File: src/logic/card_mon_cfg.svh
`ifndef CARD_MON_CFG_SVH
`define CARD_MON_CFG_SVH

// System clock rate and blink periods.
`define CLK_HZ              25000000
`define SLOW_PERIOD_MS      1000
`define FAST_PERIOD_MS      100

// APB register byte offsets.
`define OFF_FLAGS           8'h00
`define OFF_IRQ_STATUS      8'h04
`define OFF_IRQ_ENABLE      8'h08
`define OFF_IRQ_CLEAR       8'h0C
`define OFF_STATE           8'h10

// Field positions in the flag register.
`define BIT_USABLE          0
`define BIT_ACTIVE          1
`define BIT_STOP            2

// Event positions in the interrupt registers.
`define EV_READY            0
`define EV_GONE             1
`define EV_XFER_DONE        2
`define EV_STOPPED          3
`define EV_MAINT_REJECT     4
`define NUM_EVENTS          5

// Reset values.
`define RST_STOP            1'b0
`define RST_IRQ_ENABLE      5'h00
`define RST_IRQ_STATUS      5'h00

`endif

File: src/logic/card_mon_pkg.sv
`include "card_mon_cfg.svh"

package card_mon_pkg;

    typedef enum logic [2:0] {
        ST_NO_CARD,
        ST_IDENT,
        ST_IDLE,
        ST_XFER,
        ST_STOPPING,
        ST_STOPPED,
        ST_BAD
    } card_state_e;

    typedef struct packed {
        card_state_e                 state;
        logic                        stop_flag;
        logic                        stop_prev;
        logic                        present_prev;
        logic [`NUM_EVENTS-1:0]      irq_status;
        logic [`NUM_EVENTS-1:0]      irq_enable;
        logic [31:0]                 rdata;
        logic                        slverr;
        logic                        led;
        logic                        maint_accept;
        logic                        maint_reject;
    } mon_state_s;

    typedef struct packed {
        logic [2:0]                  ff;
        logic                        out;
    } sync_state_s;

endpackage : card_mon_pkg

File: src/logic/blink_if.sv
`timescale 1ns/10ps
`default_nettype none

interface blink_if;
    logic run;
    logic level;
    modport gen  (input run, output level);
    modport user (output run, input level);
endinterface : blink_if

`default_nettype wire

File: src/logic/blink_gen.sv
`timescale 1ns/10ps
`default_nettype none

module blink_gen #(
    parameter int unsigned HALF_CYCLES = 2
) (
    input  wire logic clk,      // System clock
    input  wire logic rst_n,    // Asynchronous reset, active low
    blink_if.gen      bus       // Run request in, pattern level out
);

    localparam int unsigned CW = (HALF_CYCLES > 1) ? $clog2(HALF_CYCLES) : 1;

    typedef struct packed {
        logic [CW-1:0] count;
        logic          level;
    } blink_state_s;

    blink_state_s cur;
    blink_state_s next_cur;

    // Equal on and off halves; the pattern restarts lit so a blink is never missed.
    always_comb begin
        next_cur = cur;
        if (!bus.run) begin
            next_cur.count = '0;
            next_cur.level = 1'b1;
        end else if (cur.count == CW'(HALF_CYCLES - 1)) begin
            next_cur.count = '0;
            next_cur.level = ~cur.level;
        end else begin
            next_cur.count = cur.count + 1'b1;
        end
    end

    always_ff @(posedge clk or negedge rst_n) begin
        if (!rst_n) begin
            cur <= '{count: '0, level: 1'b1};
        end else begin
            cur <= next_cur;
        end
    end

    assign bus.level = cur.level;

endmodule : blink_gen

`default_nettype wire

File: src/logic/pin_sync.sv
`timescale 1ns/10ps
`default_nettype none

module pin_sync
    import card_mon_pkg::*;
(
    input  wire logic clk,      // System clock
    input  wire logic rst_n,    // Asynchronous reset, active low
    input  wire logic pin,      // Raw pin level
    output logic      level     // Filtered level
);

    sync_state_s cur;
    sync_state_s next_cur;

    // Stage 0 feeds only stage 1; the output moves when stages 1 and 2 agree.
    always_comb begin
        next_cur    = cur;
        next_cur.ff = {cur.ff[1:0], pin};
        if (cur.ff[1] == cur.ff[2]) begin
            next_cur.out = cur.ff[2];
        end
    end

    always_ff @(posedge clk or negedge rst_n) begin
        if (!rst_n) begin
            cur <= '0;
        end else begin
            cur <= next_cur;
        end
    end

    assign level = cur.out;

endmodule : pin_sync

`default_nettype wire

File: src/logic/sd_card_status_monitor.sv
`timescale 1ns/10ps
`default_nettype none

module sd_card_status_monitor
    import card_mon_pkg::*;
#(
    parameter int unsigned SLOW_HALF_CYCLES = ((`SLOW_PERIOD_MS) * (`CLK_HZ / 1000)) / 2,
    parameter int unsigned FAST_HALF_CYCLES = ((`FAST_PERIOD_MS) * (`CLK_HZ / 1000)) / 2
) (
    input  wire logic        pclk,             // APB and system clock
    input  wire logic        presetn,          // Asynchronous reset, active low
    input  wire logic        psel,             // APB select
    input  wire logic        penable,          // APB access phase
    input  wire logic        pwrite,           // APB direction, high for write
    input  wire logic [7:0]  paddr,            // APB byte address
    input  wire logic [31:0] pwdata,           // APB write data
    output logic      [31:0] prdata,           // APB read data
    output logic             pready,           // APB ready
    output logic             pslverr,          // APB error on unmapped address
    input  wire logic        card_detect_pin,  // Slot detect pin, high when inserted
    input  wire logic        card_ident_ok,    // Pulse, card identified and supported
    input  wire logic        card_ident_fail,  // Pulse, card unsupported or unformatted
    input  wire logic        xfer_req,         // Level, user logic wants a transfer
    input  wire logic        xfer_done,        // Pulse, current transfer finished
    output logic             access_grant,     // Level, transfer may proceed
    input  wire logic        maint_req,        // Pulse, host maintenance file operation
    input  wire logic        ctrl_running,     // Level, controller is in run state
    output logic             maint_accept,     // Pulse, maintenance operation accepted
    output logic             maint_reject,     // Pulse, maintenance operation refused
    output logic             status_led,       // Card status indicator, high is lit
    output logic             irq               // Level interrupt
);

    ////////////////////////////////////////////////////////////////////////////

    logic       card_present;
    blink_if    slow_bus ();
    blink_if    fast_bus ();

    pin_sync u_detect_sync (
        .clk   (pclk),
        .rst_n (presetn),
        .pin   (card_detect_pin),
        .level (card_present)
    );

    blink_gen #(
        .HALF_CYCLES (SLOW_HALF_CYCLES)
    ) u_slow_blink (
        .clk   (pclk),
        .rst_n (presetn),
        .bus   (slow_bus.gen)
    );

    blink_gen #(
        .HALF_CYCLES (FAST_HALF_CYCLES)
    ) u_fast_blink (
        .clk   (pclk),
        .rst_n (presetn),
        .bus   (fast_bus.gen)
    );

    ////////////////////////////////////////////////////////////////////////////

    mon_state_s cur;
    mon_state_s next_cur;

    logic                   setup_phase;
    logic                   access_phase;
    logic                   stop_rise;
    logic                   card_gone;
    logic [`NUM_EVENTS-1:0] events;
    logic [`NUM_EVENTS-1:0] irq_clear;
    logic                   usable;
    logic                   active;

    assign setup_phase  = psel & ~penable;
    assign access_phase = psel & penable;

    // A level that stays high does nothing; only the transition stops access.
    assign stop_rise = cur.stop_flag & ~cur.stop_prev;

    assign card_gone = cur.present_prev & ~card_present;

    // Ready for use only in idle or during a transfer.
    assign usable = (cur.state == ST_IDLE) || (cur.state == ST_XFER);

    // A transfer that was running when the stop arrived is still an access.
    assign active = (cur.state == ST_XFER) || (cur.state == ST_STOPPING);

    ////////////////////////////////////////////////////////////////////////////

    always_comb begin
        next_cur = cur;
        events = '0;
        irq_clear = '0;
        next_cur.stop_prev = cur.stop_flag;
        next_cur.present_prev = card_present;
        next_cur.maint_accept = 1'b0;
        next_cur.maint_reject = 1'b0;

        if (card_gone) begin
            events[`EV_GONE] = 1'b1;
        end

        case (cur.state)
            ST_NO_CARD: begin
                if (card_present) begin
                    next_cur.state = ST_IDENT;
                end
            end
            ST_IDENT: begin
                if (!card_present) begin
                    next_cur.state = ST_NO_CARD;
                end else if (stop_rise) begin
                    next_cur.state = ST_STOPPED;
                    events[`EV_STOPPED] = 1'b1;
                end else if (card_ident_fail) begin
                    next_cur.state = ST_BAD;
                end else if (card_ident_ok) begin
                    next_cur.state = ST_IDLE;
                    events[`EV_READY] = 1'b1;
                end
            end
            ST_IDLE: begin
                if (!card_present) begin
                    next_cur.state = ST_NO_CARD;
                end else if (stop_rise) begin
                    // Nothing in flight, so the stop completes at once.
                    next_cur.state = ST_STOPPED;
                    events[`EV_STOPPED] = 1'b1;
                end else if (xfer_req) begin
                    next_cur.state = ST_XFER;
                end
            end
            ST_XFER: begin
                if (!card_present) begin
                    next_cur.state = ST_NO_CARD;
                end else if (stop_rise && !xfer_done) begin
                    // The running transfer may end cleanly; none follows it.
                    next_cur.state = ST_STOPPING;
                end else if (stop_rise) begin
                    next_cur.state = ST_STOPPED;
                    events[`EV_STOPPED] = 1'b1;
                    events[`EV_XFER_DONE] = 1'b1;
                end else if (xfer_done) begin
                    next_cur.state = ST_IDLE;
                    events[`EV_XFER_DONE] = 1'b1;
                end
            end
            ST_STOPPING: begin
                if (!card_present) begin
                    next_cur.state = ST_NO_CARD;
                end else if (xfer_done) begin
                    next_cur.state = ST_STOPPED;
                    events[`EV_STOPPED] = 1'b1;
                    events[`EV_XFER_DONE] = 1'b1;
                end
            end
            ST_STOPPED: begin
                // Only a removal leads out; reinsertion starts identification anew.
                if (!card_present) begin
                    next_cur.state = ST_NO_CARD;
                end
            end
            ST_BAD: begin
                if (!card_present) begin
                    next_cur.state = ST_NO_CARD;
                end
            end
            default: begin
                next_cur.state = ST_NO_CARD;
            end
        endcase

        // Indicator pattern follows the state; registered to keep the pin glitch free.
        case (cur.state)
            ST_IDLE:     next_cur.led = 1'b1;
            ST_IDENT:    next_cur.led = slow_bus.level;
            ST_STOPPING: next_cur.led = slow_bus.level;
            ST_XFER:     next_cur.led = fast_bus.level;
            default:     next_cur.led = 1'b0;
        endcase

        // Host maintenance requests.
        if (maint_req) begin
            if (!card_present || ctrl_running) begin
                next_cur.maint_reject = 1'b1;
                events[`EV_MAINT_REJECT] = 1'b1;
            end else begin
                next_cur.maint_accept = 1'b1;
            end
        end

        // APB read data and error are prepared in the setup phase.
        if (setup_phase) begin
            next_cur.slverr = 1'b0;
            next_cur.rdata = '0;
            case (paddr)
                `OFF_FLAGS: begin
                    next_cur.rdata[`BIT_USABLE] = usable;
                    next_cur.rdata[`BIT_ACTIVE] = active;
                    next_cur.rdata[`BIT_STOP] = cur.stop_flag;
                end
                `OFF_IRQ_STATUS: begin
                    next_cur.rdata[`NUM_EVENTS-1:0] = cur.irq_status;
                end
                `OFF_IRQ_ENABLE: begin
                    next_cur.rdata[`NUM_EVENTS-1:0] = cur.irq_enable;
                end
                `OFF_IRQ_CLEAR: begin
                    next_cur.rdata = '0;
                end
                `OFF_STATE: begin
                    next_cur.rdata[3:0] = {cur.led, cur.state};
                end
                default: begin
                    next_cur.slverr = 1'b1;
                end
            endcase
        end

        // Writes take effect at the access edge; the usable and active bits ignore them.
        if (access_phase && pwrite && !cur.slverr) begin
            case (paddr)
                `OFF_FLAGS: begin
                    next_cur.stop_flag = pwdata[`BIT_STOP];
                end
                `OFF_IRQ_ENABLE: begin
                    next_cur.irq_enable = pwdata[`NUM_EVENTS-1:0];
                end
                `OFF_IRQ_CLEAR: begin
                    irq_clear = pwdata[`NUM_EVENTS-1:0];
                end
                default: begin
                    irq_clear = '0;
                end
            endcase
        end

        // A new event in the cycle of its clear stays set.
        next_cur.irq_status = (cur.irq_status & ~irq_clear) | events;
    end

    ////////////////////////////////////////////////////////////////////////////

    always_ff @(posedge pclk or negedge presetn) begin
        if (!presetn) begin
            cur.state        <= ST_NO_CARD;
            cur.stop_flag    <= `RST_STOP;
            cur.stop_prev    <= `RST_STOP;
            cur.present_prev <= 1'b0;
            cur.irq_status   <= `RST_IRQ_STATUS;
            cur.irq_enable   <= `RST_IRQ_ENABLE;
            cur.rdata        <= '0;
            cur.slverr       <= 1'b0;
            cur.led          <= 1'b0;
            cur.maint_accept <= 1'b0;
            cur.maint_reject <= 1'b0;
        end else begin
            cur <= next_cur;
        end
    end

    ////////////////////////////////////////////////////////////////////////////

    assign slow_bus.run = (cur.state == ST_IDENT) || (cur.state == ST_STOPPING);
    assign fast_bus.run = (cur.state == ST_XFER);

    // Grant drops the cycle the stop lands, so no new transfer can slip in.
    assign access_grant = (cur.state == ST_XFER) && !stop_rise;

    assign prdata       = cur.rdata;
    assign pready       = 1'b1;
    assign pslverr      = cur.slverr;
    assign maint_accept = cur.maint_accept;
    assign maint_reject = cur.maint_reject;
    assign status_led   = cur.led;
    assign irq          = |(cur.irq_status & cur.irq_enable);

endmodule : sd_card_status_monitor

`default_nettype wire

File: config.mk
export PLATFORM = sky130hd
export DESIGN_NAME = sd_card_status_monitor
export DESIGN_NICKNAME = d
export VERILOG_FILES = /design/src/logic/card_mon_pkg.sv /design/src/logic/blink_if.sv /design/src/logic/blink_gen.sv /design/src/logic/pin_sync.sv /design/src/logic/sd_card_status_monitor.sv
export VERILOG_INCLUDE_DIRS = /design/src /design/src/logic
export SDC_FILE = /design/constraint.sdc
export NUM_CORES = 1
export LEC_CHECK = 0
export BUFFER_PORTS_ARGS = -buffer_cell sky130_fd_sc_hd__buf_2
export CAP_MARGIN = 20
export CORE_ASPECT_RATIO = 0.6
export CORE_MARGIN = 2
export CORE_UTILIZATION = 50
export DETAILED_ROUTE_END_ITERATION = 12
export PLACE_DENSITY = 0.77
export SETUP_SLACK_MARGIN = 0.3
export SYNTH_ARGS = -nofsm -noshare
export SYNTH_HDL_FRONTEND = slang
export SYNTH_HIERARCHICAL = 1
export SYNTH_SLANG_ARGS = --single-unit
File: constraint.sdc
create_clock -name pclk -period 2.06 [get_ports pclk]
set_clock_uncertainty 0.1 [all_clocks]
set_input_delay 0.309 -clock pclk [delete_from_list [all_inputs] [get_ports pclk]]
set_output_delay 0.309 -clock pclk [all_outputs]
set_load 0.03 [all_outputs]
Word level (Yosys, flattened, before mapping)
Index checks and enable logic that the tools add are counted.
{ "word_totals": {"n_memories": 0, "ram_bits": 0, "romBits": 0, "reg_bits": 76, "inputBits": 52, "latchBits": 0} }
{ "classes": {"n_addsub": 2, "shifts": 0, "order_cmp": 0, "bitwise_logic": 13, "n_reduce_logical": 22, "div": 0, "n_mux": 49, "n_eq_ne": 21, "multipliers": 0} }
{ "op_table": {"columns": ["operator", "count"], "rows": [
  ["3-bit 2-to-1 mux", 15],
  ["25-bit 2-to-1 mux", 1],
  ["24-bit by 1-bit adder with 24-bit output, second input constant", 1],
  ["24-bit == test, second input constant", 1],
  ["24-bit 2-to-1 mux", 1],
  ["22-bit 2-to-1 mux", 1],
  ["21-bit by 1-bit adder with 21-bit output, second input constant", 1],
  ["21-bit == test, second input constant", 1],
  ["21-bit 2-to-1 mux", 1],
  ["3-bit case mux with 6 select lines", 1],
  ["8-bit by 4-bit == test with 1-bit output, second input constant", 2],
  ["1-bit 2-to-1 mux", 16],
  ["3-bit case mux with 4 select lines", 1],
  ["5-bit bitwise AND", 2],
  ["2-bit 2-to-1 mux", 5],
  ["5-bit 2-to-1 mux", 2],
  ["5-bit != test, second input constant", 2],
  ["5-bit OR reduction", 2],
  ["3-bit == test, second input constant", 3],
  ["1-bit case mux with 3 select lines", 3],
  ["8-bit by 3-bit == test with 1-bit output, second input constant", 1],
  ["8-bit by 5-bit == test with 1-bit output, second input constant", 1],
  ["8-bit logical NOT", 1],
  ["3-bit by 2-bit == test with 1-bit output, second input constant", 2],
  ["18 further kinds", 40]
]} }

Longest topological paths before layout
Gate-level depths: netlist of the first run.
{ "logic_depth": {"depth_word": 7, "ltp_mapped": 7, "depth_no_buf": 5} }

By module
The synthesis of the first run kept the hierarchy.
{ "modules_own_cells": {"columns": ["module", "seq_area_each_um2", "area_per_inst_um2", "cells_per_inst", "instances"], "rows": [
  ["sd_card_status_monitor", 625.6, 1704.1, 189, 1],
  ["blink_gen (u_slow_blink)", 626.9, 1266.2, 133, 1],
  ["blink_gen (u_fast_blink)", 551.8, 1162.4, 117, 1],
  ["pin_sync", 100.1, 111.4, 5, 1]
]} }

Worst setup path before layout of the first run
No wires, ideal clock.
{ "synth_path": {"path_kind": "flip-flop to flip-flop", "start": "register u_slow_blink/cur[1] (netlist name)", "end": "register u_slow_blink/cur[23] (netlist name)", "t_required_ns": 1.886, "slack_ns": 0.032, "stages_incl_launch_ff": 6, "arrival_time_ns": 1.854, "path_cell_list": "dfrtp_1 > ha_1 > nand4_1 > or3_4 > or4_4 > a21oi_2"} }
{ "synth_lines": {"columns": ["item", "line", "source"], "rows": [
  ["start: declaration", "blink_gen.sv:19", "blink_state_s cur;"],
  ["start signal: assignment", "blink_gen.sv:38", "cur <= '{count: '0, level: 1'b1};"],
  ["start signal: assignment", "blink_gen.sv:40", "cur <= next_cur;"]
]} }

==> flow_summary_export.csv, run 1 <==
group,metric,value,unit
critical_path,crit_buf_inv,0,
critical_path,end_kind,"flip-flop",
routing,viasPerCell,5.686,
critical_path,crit_chain,"ha_4 -> nand4_1 -> or3_4 -> or4_4 -> a21oi_2",
critical_path,rr_worst_depth,5,
routing,drc,0,
clocking,clk_pin_slew,0.05,ns
sta,finalSetupTns,0,ns
final_layout,drive_above_1_share,0.2979,
status,outcome,"finished, final reports clean",
power_and_ir_drop,pwr_density_cell,902.4,mW/mm²
sta,holdWs,0.08663,ns
grt,grt_use_total,0.2222,
sta,timing.fmax,541.8,MHz
clocking,clk_latency,0.34,ns
critical_path,reg2reg_from,"u_slow_blink/cur[1]",
critical_path,path_depth,5,
final_layout,nFillCells,642,
critical_path,cp_max_fo,4,
floorplan,core_area,0.008039,mm²
floorplan,die-area,0.009265,mm²
routing,wl_met3,659,µm
routing,final_antenna_net_count,0,
floorplan,die_h,75.37,µm
clocking,htree_levels,3,
final_layout,fin_area,0.005165,mm²
placement,dp.cells,581,
sta,setup-violations-final,0,
placement,detailed_place.area,0.004489,mm²
clocking,cts_sinks,76,
synthesis,yosys_warnings,6,
critical_path,startpoint_type,"flip-flop",
synthesis,synth-async-reset-ratio,1.000,
sta,finalCriticalPeriod,1.846,ns
grt,grt_pass1_wl,15680,µm
sta,hold_viol_final,0,
synthesis,netlist_instances,444,
critical_path,worstSetupPathType,"flip-flop to flip-flop",
grt,grt_pass1_vias,3167,
critical_path,slowest_delay,0.49,ns
synthesis,yosysSeqAreaShare,0.4487,
floorplan,initial_core_util,0.5279,
sta,rsz0062_at_grt,"yes",
placement,gp_congestion,0.9074,
clocking,cts_tree,"built",
final_layout,layout_commonest_cell,"dfrtp_1",
clocking,cts-root-buf,"clkbuf_16",
final_layout,layout_common_cells,"dfrtp_1 (63), buf_4 (43), nor2_1 (41)",
critical_path,arrival,2.01,ns
grt,antenna_found_initial,0,
routing,routed_wl,10050,µm
critical_path,crit_required,2.23,ns
routing,drt-wirelength-per-cell,16.08,µm
worst_hold_path,hold_class,"input port to flip-flop",
sta,period_share,0.8959,
synthesis,synth_edf_count,0,
critical_path,reg2reg_to,"u_slow_blink/cur[23]",
critical_path,startpoint,"u_slow_blink/cur[1]",
final_layout,nNetsFinal,567,
routing,vias,3554,
power_and_ir_drop,ir_drop,0.5934,mV
routing,met2WireLength,4630,µm
placement,io_buffer_count,35,
power_and_ir_drop,p_total,4.661,mW
critical_path,cp_top_family,"simple AND/OR/NAND/NOR gates",
routing,detail_route.first_pass.iterations,6,
routing,routed.top_layer,"met4",
placement,hpwl,6728,µm
routing,drt-initial-drc-count,252,
critical_path,slowest_stage,"or4_4",
synthesis,ys_seq_elements,76,
sta,maxSlewViolCount,0,
floorplan,die_width,122.9,µm
synthesis,synth_area,0.004244,mm²
flow_run,maxCapViolations,0,
critical_path,r2r_slack,0.21,ns
final_layout,instances_no_fill,625,
power_and_ir_drop,p_leak,2.165,nW
floorplan,ios,91,
synthesis,ys_types,75,
floorplan,rows,25,
grt,gr-total-overflow,0,
routing,wl_met1,4643,µm
synthesis,syn_area_per_cell,9.559,µm²
critical_path,endpoint,"u_slow_blink/cur[23]",
synthesis,synth_ff_type,"dfrtp_1",
grt,grt_max_degree,38,
clocking,cts_inserted_buffers,9,
final_layout,synthToLayoutAreaGrowth,21.70,%
final_layout,diodes,0,
clocking,cts_buffer_depth,2,
-- area by class of cell --
type,instances,area [µm²],area share
Tap cell,108,135.1,0.02616
Multi-Input combinational cell,332,2190,0.4239
Sequential cell,76,1918,0.3714
Clock buffer,13,250.2,0.04845
Inverter,10,37.54,0.007267
Timing Repair Buffer,84,599.3,0.1160
Clock inverter,2,35.03,0.006783
-- through the flow --
stage                       util  setup WS, ns
after floorplan                -        0.1746
after global placement    0.5584        0.1655
after detailed placement  0.5584       0.09243
after CTS                 0.6170        0.2214
after global routing      0.6425        0.1381
final                     0.6425        0.2145
-- sequential cells by signal (all words and copies together) (netlist names) --
register and flops:
pslverr 1, u_fast_blink/cur 21, maint_reject 1, u_detect_sync/cur 3, u_fast_blink/bus.level 1, maint_accept 1
u_slow_blink/bus.level 1, status_led 1, cur 16, u_detect_sync/level 1, u_slow_blink/cur 24, prdata 5
-- worst min-delay path by stage --
stage                         start                   to  slack, ns  depth (start not counted)
after floorplan             presetn              cur[36]      -0.09                          0
after global placement      presetn  u_slow_blink/cur[2]       0.13                          1
after detailed placement    presetn  u_slow_blink/cur[2]       0.13                          1
after CTS                 maint_req         maint_accept       0.08                          3
after global routing      pwdata[0]              cur[36]        0.1                          2
final                     maint_req         maint_accept       0.09                          3
-- repair_timing --
action                                 CTS  global route
hold buffers                             2             0
cloned                                   0             0
setup endpoints to repair               47            49
buffers inserted                        15            12
pin swaps                                6             9
resized for setup                       15            31
endpoints found under the hold margin   23             0
-- kinds of logic (layout without fill, tap and decap cells) --
| group | after synthesis | count (layout) | synth area share |
|---|---|---|---|
| xor gates and xnor gates | 27 | 27 | 0.05572 |
| buffers and inverters | 62 | 109 | 0.09021 |
| other | 2 | 28 | 0.001770 |
| and+or+nand+nor | 182 | 182 | 0.2423 |
| muxes | 9 | 9 | 0.02447 |
| AOI/OAI and AO/OA | 82 | 82 | 0.1259 |
| adders and majority gates | 4 | 4 | 0.01091 |
| DFF | 76 | 76 | 0.4487 |
-- synth_stat cells, drive strengths merged, types with 10 or more instances --
cell | number | share of area
nand3 | 16 | 0.024
nor2 | 42 | 0.037
inv | 10 | 0.0088
o21ai | 25 | 0.030
nand2 | 33 | 0.029
a21oi | 23 | 0.029
buf | 44 | 0.074
xnor2 | 16 | 0.033
dfrtp | 74 | 0.44
or3 | 11 | 0.019
xor2 | 11 | 0.023
nand4 | 15 | 0.024
-- worst min-delay path: stages --
cell	delay, ns
buf_2	0.10
inv_1	0.04
nor2_1	0.03
-- metal layers --
metal / up-vias / GRT usage
met3: 12 / 0.05614
met2: 149 / 0.3309
met5: - / 0
met1: 1730 / 0.3186
li1: 1663 / -
met4: 0 / 0.07791
-- where the power goes --
part | internal [mW] | switching, mW
combinational | 0.609 | 0.835
clock | 0.962 | 0.566
sequential | 1.59 | 0.103
total | 3.16 | 1.50
(Power assumes the default switching activity.)
==> run 2: changes to the inputs <==
--- a/config.mk
+++ b/config.mk
@@ -8,7 +8,7 @@
 export LEC_CHECK = 0
 export BUFFER_PORTS_ARGS = -buffer_cell sky130_fd_sc_hd__buf_2
 export CAP_MARGIN = 20
-export CORE_ASPECT_RATIO = 0.6
+export CORE_ASPECT_RATIO = 1.4
 export CORE_MARGIN = 2
 export CORE_UTILIZATION = 50
 export DETAILED_ROUTE_END_ITERATION = 12
==> flow_summary_export.csv, run 2 (synthesis results as in run 1) <==
group,metric,value,unit
sta,period_share,0.9113,
critical_path,crit_buf_inv,0,
final_layout,diodes,0,
floorplan,rows,39,
status,outcome,"finished, final reports clean",
grt,grt_max_degree,54,
power_and_ir_drop,pwr_density_cell,965.7,mW/mm²
routing,viasPerCell,5.739,
power_and_ir_drop,p_leak,2.235,nW
worst_hold_path,hold_class,"input port to flip-flop",
grt,busiest_layer,"met2",
flow_run,maxCapViolations,0,
routing,routed_wl,9754,µm
floorplan,initial_core_util,0.5177,
sta,setup-violations-final,0,
sta,maxSlewViolCount,0,
final_layout,drive_above_1_share,0.2912,
routing,drt-wirelength-per-cell,15.63,µm
power_and_ir_drop,ir_drop,0.6683,mV
clocking,htree_levels,3,
floorplan,die_h,113.0,µm
final_layout,fin_area,0.005238,mm²
critical_path,slowest_delay,0.49,ns
final_layout,layout_common_cells,"dfrtp_1 (65), buf_4 (43), nor2_1 (41)",
critical_path,crit_required,2.23,ns
clocking,clk_pin_slew,0.06,ns
critical_path,slowest_stage,"or4_4",
floorplan,ios,91,
clocking,cts_buffer_depth,2,
grt,grt_use_met3,0.04067,
clocking,clk_latency,0.34,ns
routing,detail_route.first_pass.iterations,4,
grt,grt_use_total,0.2151,
sta,timing.fmax,532.7,MHz
clocking,cts_tree,"built",
final_layout,multi_input_area,0.002182,mm²
sta,finalCriticalPeriod,1.877,ns
clocking,cts-root-buf,"clkbuf_16",
grt,grtUsageMet2,0.3772,
final_layout,ff_latch_area,0.001916,mm²
sta,hold_viol_final,0,
final_layout,nFillCells,611,
final_layout,layout_commonest_cell,"dfrtp_1",
placement,io_buffer_count,35,
floorplan,die-area,0.009252,mm²
critical_path,r2r_slack,0.18,ns
floorplan,core_area,0.008198,mm²
grt,grt_use_met1,0.2416,
placement,hpwl,6127,µm
sta,rsz0062_at_grt,"yes",
final_layout,regMostFlops,"u_slow_blink/cur",
sta,finalSetupTns,0,ns
final_layout,nNetsFinal,571,
final_layout,largest_reg_flops,24,
grt,antenna_found_initial,0,
critical_path,arrival,2.05,ns
grt,grt_pass1_vias,3448,
critical_path,cp_top_family,"simple AND/OR/NAND/NOR gates",
critical_path,startpoint_type,"flip-flop",
routing,final_antenna_net_count,0,
critical_path,worstSetupPathType,"flip-flop to flip-flop",
critical_path,end_kind,"flip-flop",
grt,grt_pass1_wl,15610,µm
grt,gr-total-overflow,0,
routing,vias,3581,
critical_path,crit_chain,"ha_4 -> nand4_1 -> or3_4 -> or4_4 -> a21oi_2",
final_layout,reg.largest.list,"u_slow_blink/cur (24), u_fast_blink/cur (21), cur (16)",
clocking,cts_inserted_buffers,9,
routing,drc,0,
clocking,cts_sinks,76,
placement,gp_congestion,0.8571,
critical_path,cp_max_fo,6,
final_layout,synthToLayoutAreaGrowth,23.41,%
routing,drt-initial-drc-count,216,
floorplan,die_width,81.87,µm
placement,detailed_place.area,0.004482,mm²
-- run 2: timing repair --
| action | in CTS | in global routing |
|---|---|---|
| setup buffers | 21 | 8 |
| pin swaps | 4 | 11 |
| hold buffers | 2 | 0 |
| setup endpoints to repair | 41 | 49 |
| gates resized for setup | 17 | 31 |
| hold endpoints to repair | 24 | 0 |
| cloned | 0 | 2 |
-- run 2: area by class of cell --
cell class	count	area share
repair buffers	88	0.1218
well taps	102	0.02437
clock buffers	12	0.05088
inverters	10	0.007167
flip-flops and latches	76	0.3657
multi-input cells	332	0.4166
clock inverters	4	0.01338
-- run 2: worst paths after layout --
kind	startpoint	end	cells after the start
min	maint_req	maint_accept	3
max	u_slow_blink/cur[1]	u_slow_blink/cur[23]	5
max in group asynchronous	presetn	u_slow_blink/bus.level	3
min reg2reg	u_detect_sync/cur[1]	u_detect_sync/cur[2]	0
min in group asynchronous	presetn	cur[45]	2
max reg2reg	u_slow_blink/cur[1]	u_slow_blink/cur[23]	5
-- run 2: worst register-to-register path: stages, from the launching register on --
cell and delay, ns:
dfrtp_1 0.39, ha_4 0.15, nand4_1 0.15, or3_4 0.41
or4_4 0.49, a21oi_2 0.12
-- run 2: routing by layer --
metal,vias up,share of wire
li1,1672,-
met1,1753,0.38
met2,127,0.54
met3,29,0.048
met4,0,0.034
met5,-,0
-- run 2: metrics by stage --
stage,std cells,total power [mW],hold slack [ns],worst slack (ns),utilization
after floorplan,470,2.559,-0.08659,0.1746,-
after global placement,575,2.840,0.1232,0.1742,0.5467
after detailed placement,575,2.880,0.1301,0.1167,0.5467
after CTS,614,4.825,0.09043,0.2401,0.6175
after global routing,624,5.279,0.1065,0.1187,0.6389
final,624,5.058,0.09064,0.1827,0.6389
-- run 2: report_power, final --
group / switching [mW] / leakage (nW) / internal, mW
combinational: 0.873 / 1.08 / 0.749
sequential: 0.104 / 0.990 / 1.59
clock: 0.590 / 0.169 / 1.15
==> run 3: changes to the inputs <==
--- a/config.mk
+++ b/config.mk
@@ -6,13 +6,15 @@
 export SDC_FILE = /design/constraint.sdc
 export NUM_CORES = 1
 export LEC_CHECK = 0
+export ABC_AREA = 1
 export BUFFER_PORTS_ARGS = -buffer_cell sky130_fd_sc_hd__buf_2
 export CAP_MARGIN = 20
 export CORE_ASPECT_RATIO = 1.4
 export CORE_MARGIN = 2
 export CORE_UTILIZATION = 50
 export DETAILED_ROUTE_END_ITERATION = 12
-export PLACE_DENSITY = 0.77
+export PLACE_DENSITY = 0.76
+export RECOVER_POWER = 25
 export SETUP_SLACK_MARGIN = 0.3
 export SYNTH_ARGS = -nofsm -noshare
 export SYNTH_HDL_FRONTEND = slang
==> flow_summary_export.csv, run 3 <==
group,metric,value,unit
sta,finalSetupTns,0,ns
final_layout,fin_area,0.005275,mm²
final_layout,regMostFlops,"u_slow_blink/cur",
clocking,cts_buffer_depth,2,
placement,hpwl,7412,µm
synthesis,ys_seq_elements,76,
floorplan,rows,41,
sta,rsz0062_at_grt,"yes",
clocking,cts_inserted_buffers,9,
critical_path,crit_required,1.65,ns
sta,maxSlewViolCount,0,
critical_path,rr_worst_depth,8,
grt,grt_pass1_vias,3926,
synthesis,netlist_instances,637,
synthesis,yosys_warnings,6,
placement,io_buffer_count,35,
worst_hold_path,hold_class,"input port to flip-flop",
critical_path,cp_top_family,"flip-flops",
routing,routed_wl,9836,µm
floorplan,core_area,0.009029,mm²
critical_path,worstSetupPathType,"flip-flop to primary output",
synthesis,ys_types,40,
critical_path,crit_buf_inv,1,
grt,grt_max_degree,32,
synthesis,synth_top_area_share,0.3989,
worst_hold_path,holdPathStages,2,
sta,hold_viol_final,0,
grt,antenna_found_initial,0,
placement,gp_congestion,0.9029,
floorplan,die-area,0.01008,mm²
synthesis,synth_area_leaders,"dfrtp_1 (40%), nand2_1 (13%), nor2_1 (9.0%), nand3_1 (7.1%), buf_4 (5.5%)",
synthesis,synth.most_common_cell,"nand2_1",
synthesis,synth_top_area_cell,"dfrtp_1",
final_layout,nNetsFinal,741,
final_layout,diodes,0,
sta,finalCriticalPeriod,1.740,ns
floorplan,ios,91,
placement,detailed_place.area,0.004822,mm²
final_layout,reg.largest.list,"u_slow_blink/cur (24), u_fast_blink/cur (21), cur (16)",
power_and_ir_drop,ir_drop,0.6462,mV
critical_path,slowest_stage,"dfrtp_1",
routing,final_antenna_net_count,0,
grt,grt_pass1_wl,16990,µm
critical_path,end_kind,"primary output",
synthesis,synth_area,0.004642,mm²
final_layout,layout_commonest_cell,"nand2_1",
sta,period_share,0.8447,
synthesis,syn_area_per_cell,7.287,µm²
critical_path,cp_max_fo,3,
final_layout,synthToLayoutAreaGrowth,13.64,%
clocking,cts-root-buf,"clkbuf_16",
clocking,clk_latency,0.34,ns
synthesis,synth_ff_type,"dfrtp_1",
power_and_ir_drop,pwr_density_cell,854.8,mW/mm²
routing,vias,4073,
routing,detail_route.first_pass.iterations,5,
power_and_ir_drop,internal_power,3.157,mW
critical_path,slowest_delay,0.40,ns
power_and_ir_drop,power.switching,1.352,mW
sta,timing.fmax,574.7,MHz
routing,drt-initial-drc-count,288,
floorplan,die_width,85.44,µm
synthesis,synth_edf_count,0,
sta,relSlewSlack,0.4990,
power_and_ir_drop,power.share.clock,0.410,
flow_run,maxCapViolations,0,
critical_path,path_depth,5,
floorplan,die_h,118.0,µm
critical_path,arrival,1.33,ns
power_and_ir_drop,swShare,0.2998,
power_and_ir_drop,p_comb_frac,0.208,
synthesis,synth_commonest_cells,"nand2_1 (158), nor2_1 (111), dfrtp_1 (74)",
status,outcome,"finished, final reports clean",
clocking,cts_sinks,76,
clocking,clk_pin_slew,0.06,ns
final_layout,nFillCells,806,
critical_path,crit_chain,"nand2_1 -> nand2_1 -> a221oi_2 -> nand2_1 -> buf_6",
routing,drt-wirelength-per-cell,12.31,µm
sta,setup-violations-final,0,
clocking,htree_levels,3,
floorplan,initial_core_util,0.5141,
final_layout,layout_common_cells,"nand2_1 (156), nor2_1 (110), dfrtp_1 (71)",
power_and_ir_drop,p_leak,2.536,nW
final_layout,drive_above_1_share,0.1734,
synthesis,synth-async-reset-ratio,1.000,
final_layout,largest_reg_flops,24,
routing,drc,0,
sta,tightest_slew,0.7515,ns
critical_path,worst_path_most_repeated_cell,"nand2_1",
critical_path,startpoint_type,"flip-flop",
grt,gr-total-overflow,0,
power_and_ir_drop,pwr-share-seq,0.382,
grt,grt_use_total,0.2067,
clocking,cts_tree,"built",
critical_path,r2r_slack,0.44,ns
synthesis,yosysSeqAreaShare,0.4102,
routing,viasPerCell,5.098,
-- run 3: changes by cell type in the layout (fill, tap and decap cells not counted), sizes merged, moves of 9 or more --
cell	change
a21oi	-12
buf	-39
inv	+59
nand2	+137
nand3	+55
nor2	+92
nor2b	-9
or3	-11
xnor2	-11
-- run 3: layer usage --
| layer | global-route usage | part of all wire | vias up |
|---|---|---|---|
| li1 | - | - | 2054 |
| met3 | 0.03086 | 0.042 | 23 |
| met2 | 0.3569 | 0.53 | 109 |
| met5 | 0 | 0 | - |
| met4 | 0.1002 | 0.027 | 0 |
| met1 | 0.2473 | 0.41 | 1887 |
-- run 3: worst paths after layout --
path / startpoint / endpoint
min in group asynchronous: presetn / u_fast_blink/cur[17]
max: cur[36] / irq
max in group asynchronous: presetn / u_detect_sync/level
min: ctrl_running / maint_accept
max reg2reg: u_slow_blink/cur[1] / u_slow_blink/cur[21]
min reg2reg: u_detect_sync/cur[1] / u_detect_sync/cur[2]
-- run 3: logic make-up (layout without fill, tap and decap cells) --
kind of cell,after synthesis,after routing,share of synthesized area
other cells,2,28,0.001618
flops,76,76,0.4102
xor+xnor,15,15,0.02830
fa+ha+maj,2,2,0.005390
buf+inv,108,137,0.1189
simple gates,397,397,0.3890
compound gates,37,37,0.04663
-- run 3: area by class of cell --
class                   instances  area [µm²]  area share
multi-input cells             479        2307      0.4374
flip-flops and latches         76        1908      0.3617
repair buffers                 51       309.0     0.05859
inverters                      70       265.3     0.05028
clock buffers                  12       256.5     0.04862
well taps                     107       133.9     0.02538
clock inverters                 4       95.09     0.01803
-- run 3: repair_timing --
item / CTS / global route
buffers inserted: 1 / 7
gates resized for setup: 4 / 9
pin swaps: 0 / 4
endpoints found under the hold margin: 28 / 0
setup endpoints to repair: 8 / 18
hold buffers: 2 / 0
-- run 3: metrics by stage --
step / setup slack, ns / total power, mW / hold slack, ns / std cells / utilization
floorplan: 0.3969 / 2.414 / -0.08659 / 663 / -
global placement: 0.3236 / 2.593 / 0.1705 / 773 / 0.5341
detailed placement: 0.2707 / 2.621 / 0.1746 / 773 / 0.5341
CTS: 0.2653 / 4.479 / 0.04831 / 792 / 0.5777
global route: 0.1866 / 4.734 / 0.05996 / 799 / 0.5843
finish: 0.3199 / 4.509 / 0.05133 / 799 / 0.5843
-- run 3: power groups by stage --
stage / logic [mW] / clock network (mW) / registers [mW]
finish: 0.937 / 1.85 / 1.72
global route: 1.06 / 1.94 / 1.74
CTS: 0.893 / 1.86 / 1.72
detailed placement: 0.876 / 0 / 1.74
global placement: 0.856 / 0 / 1.74
floorplan: 0.696 / 0 / 1.72
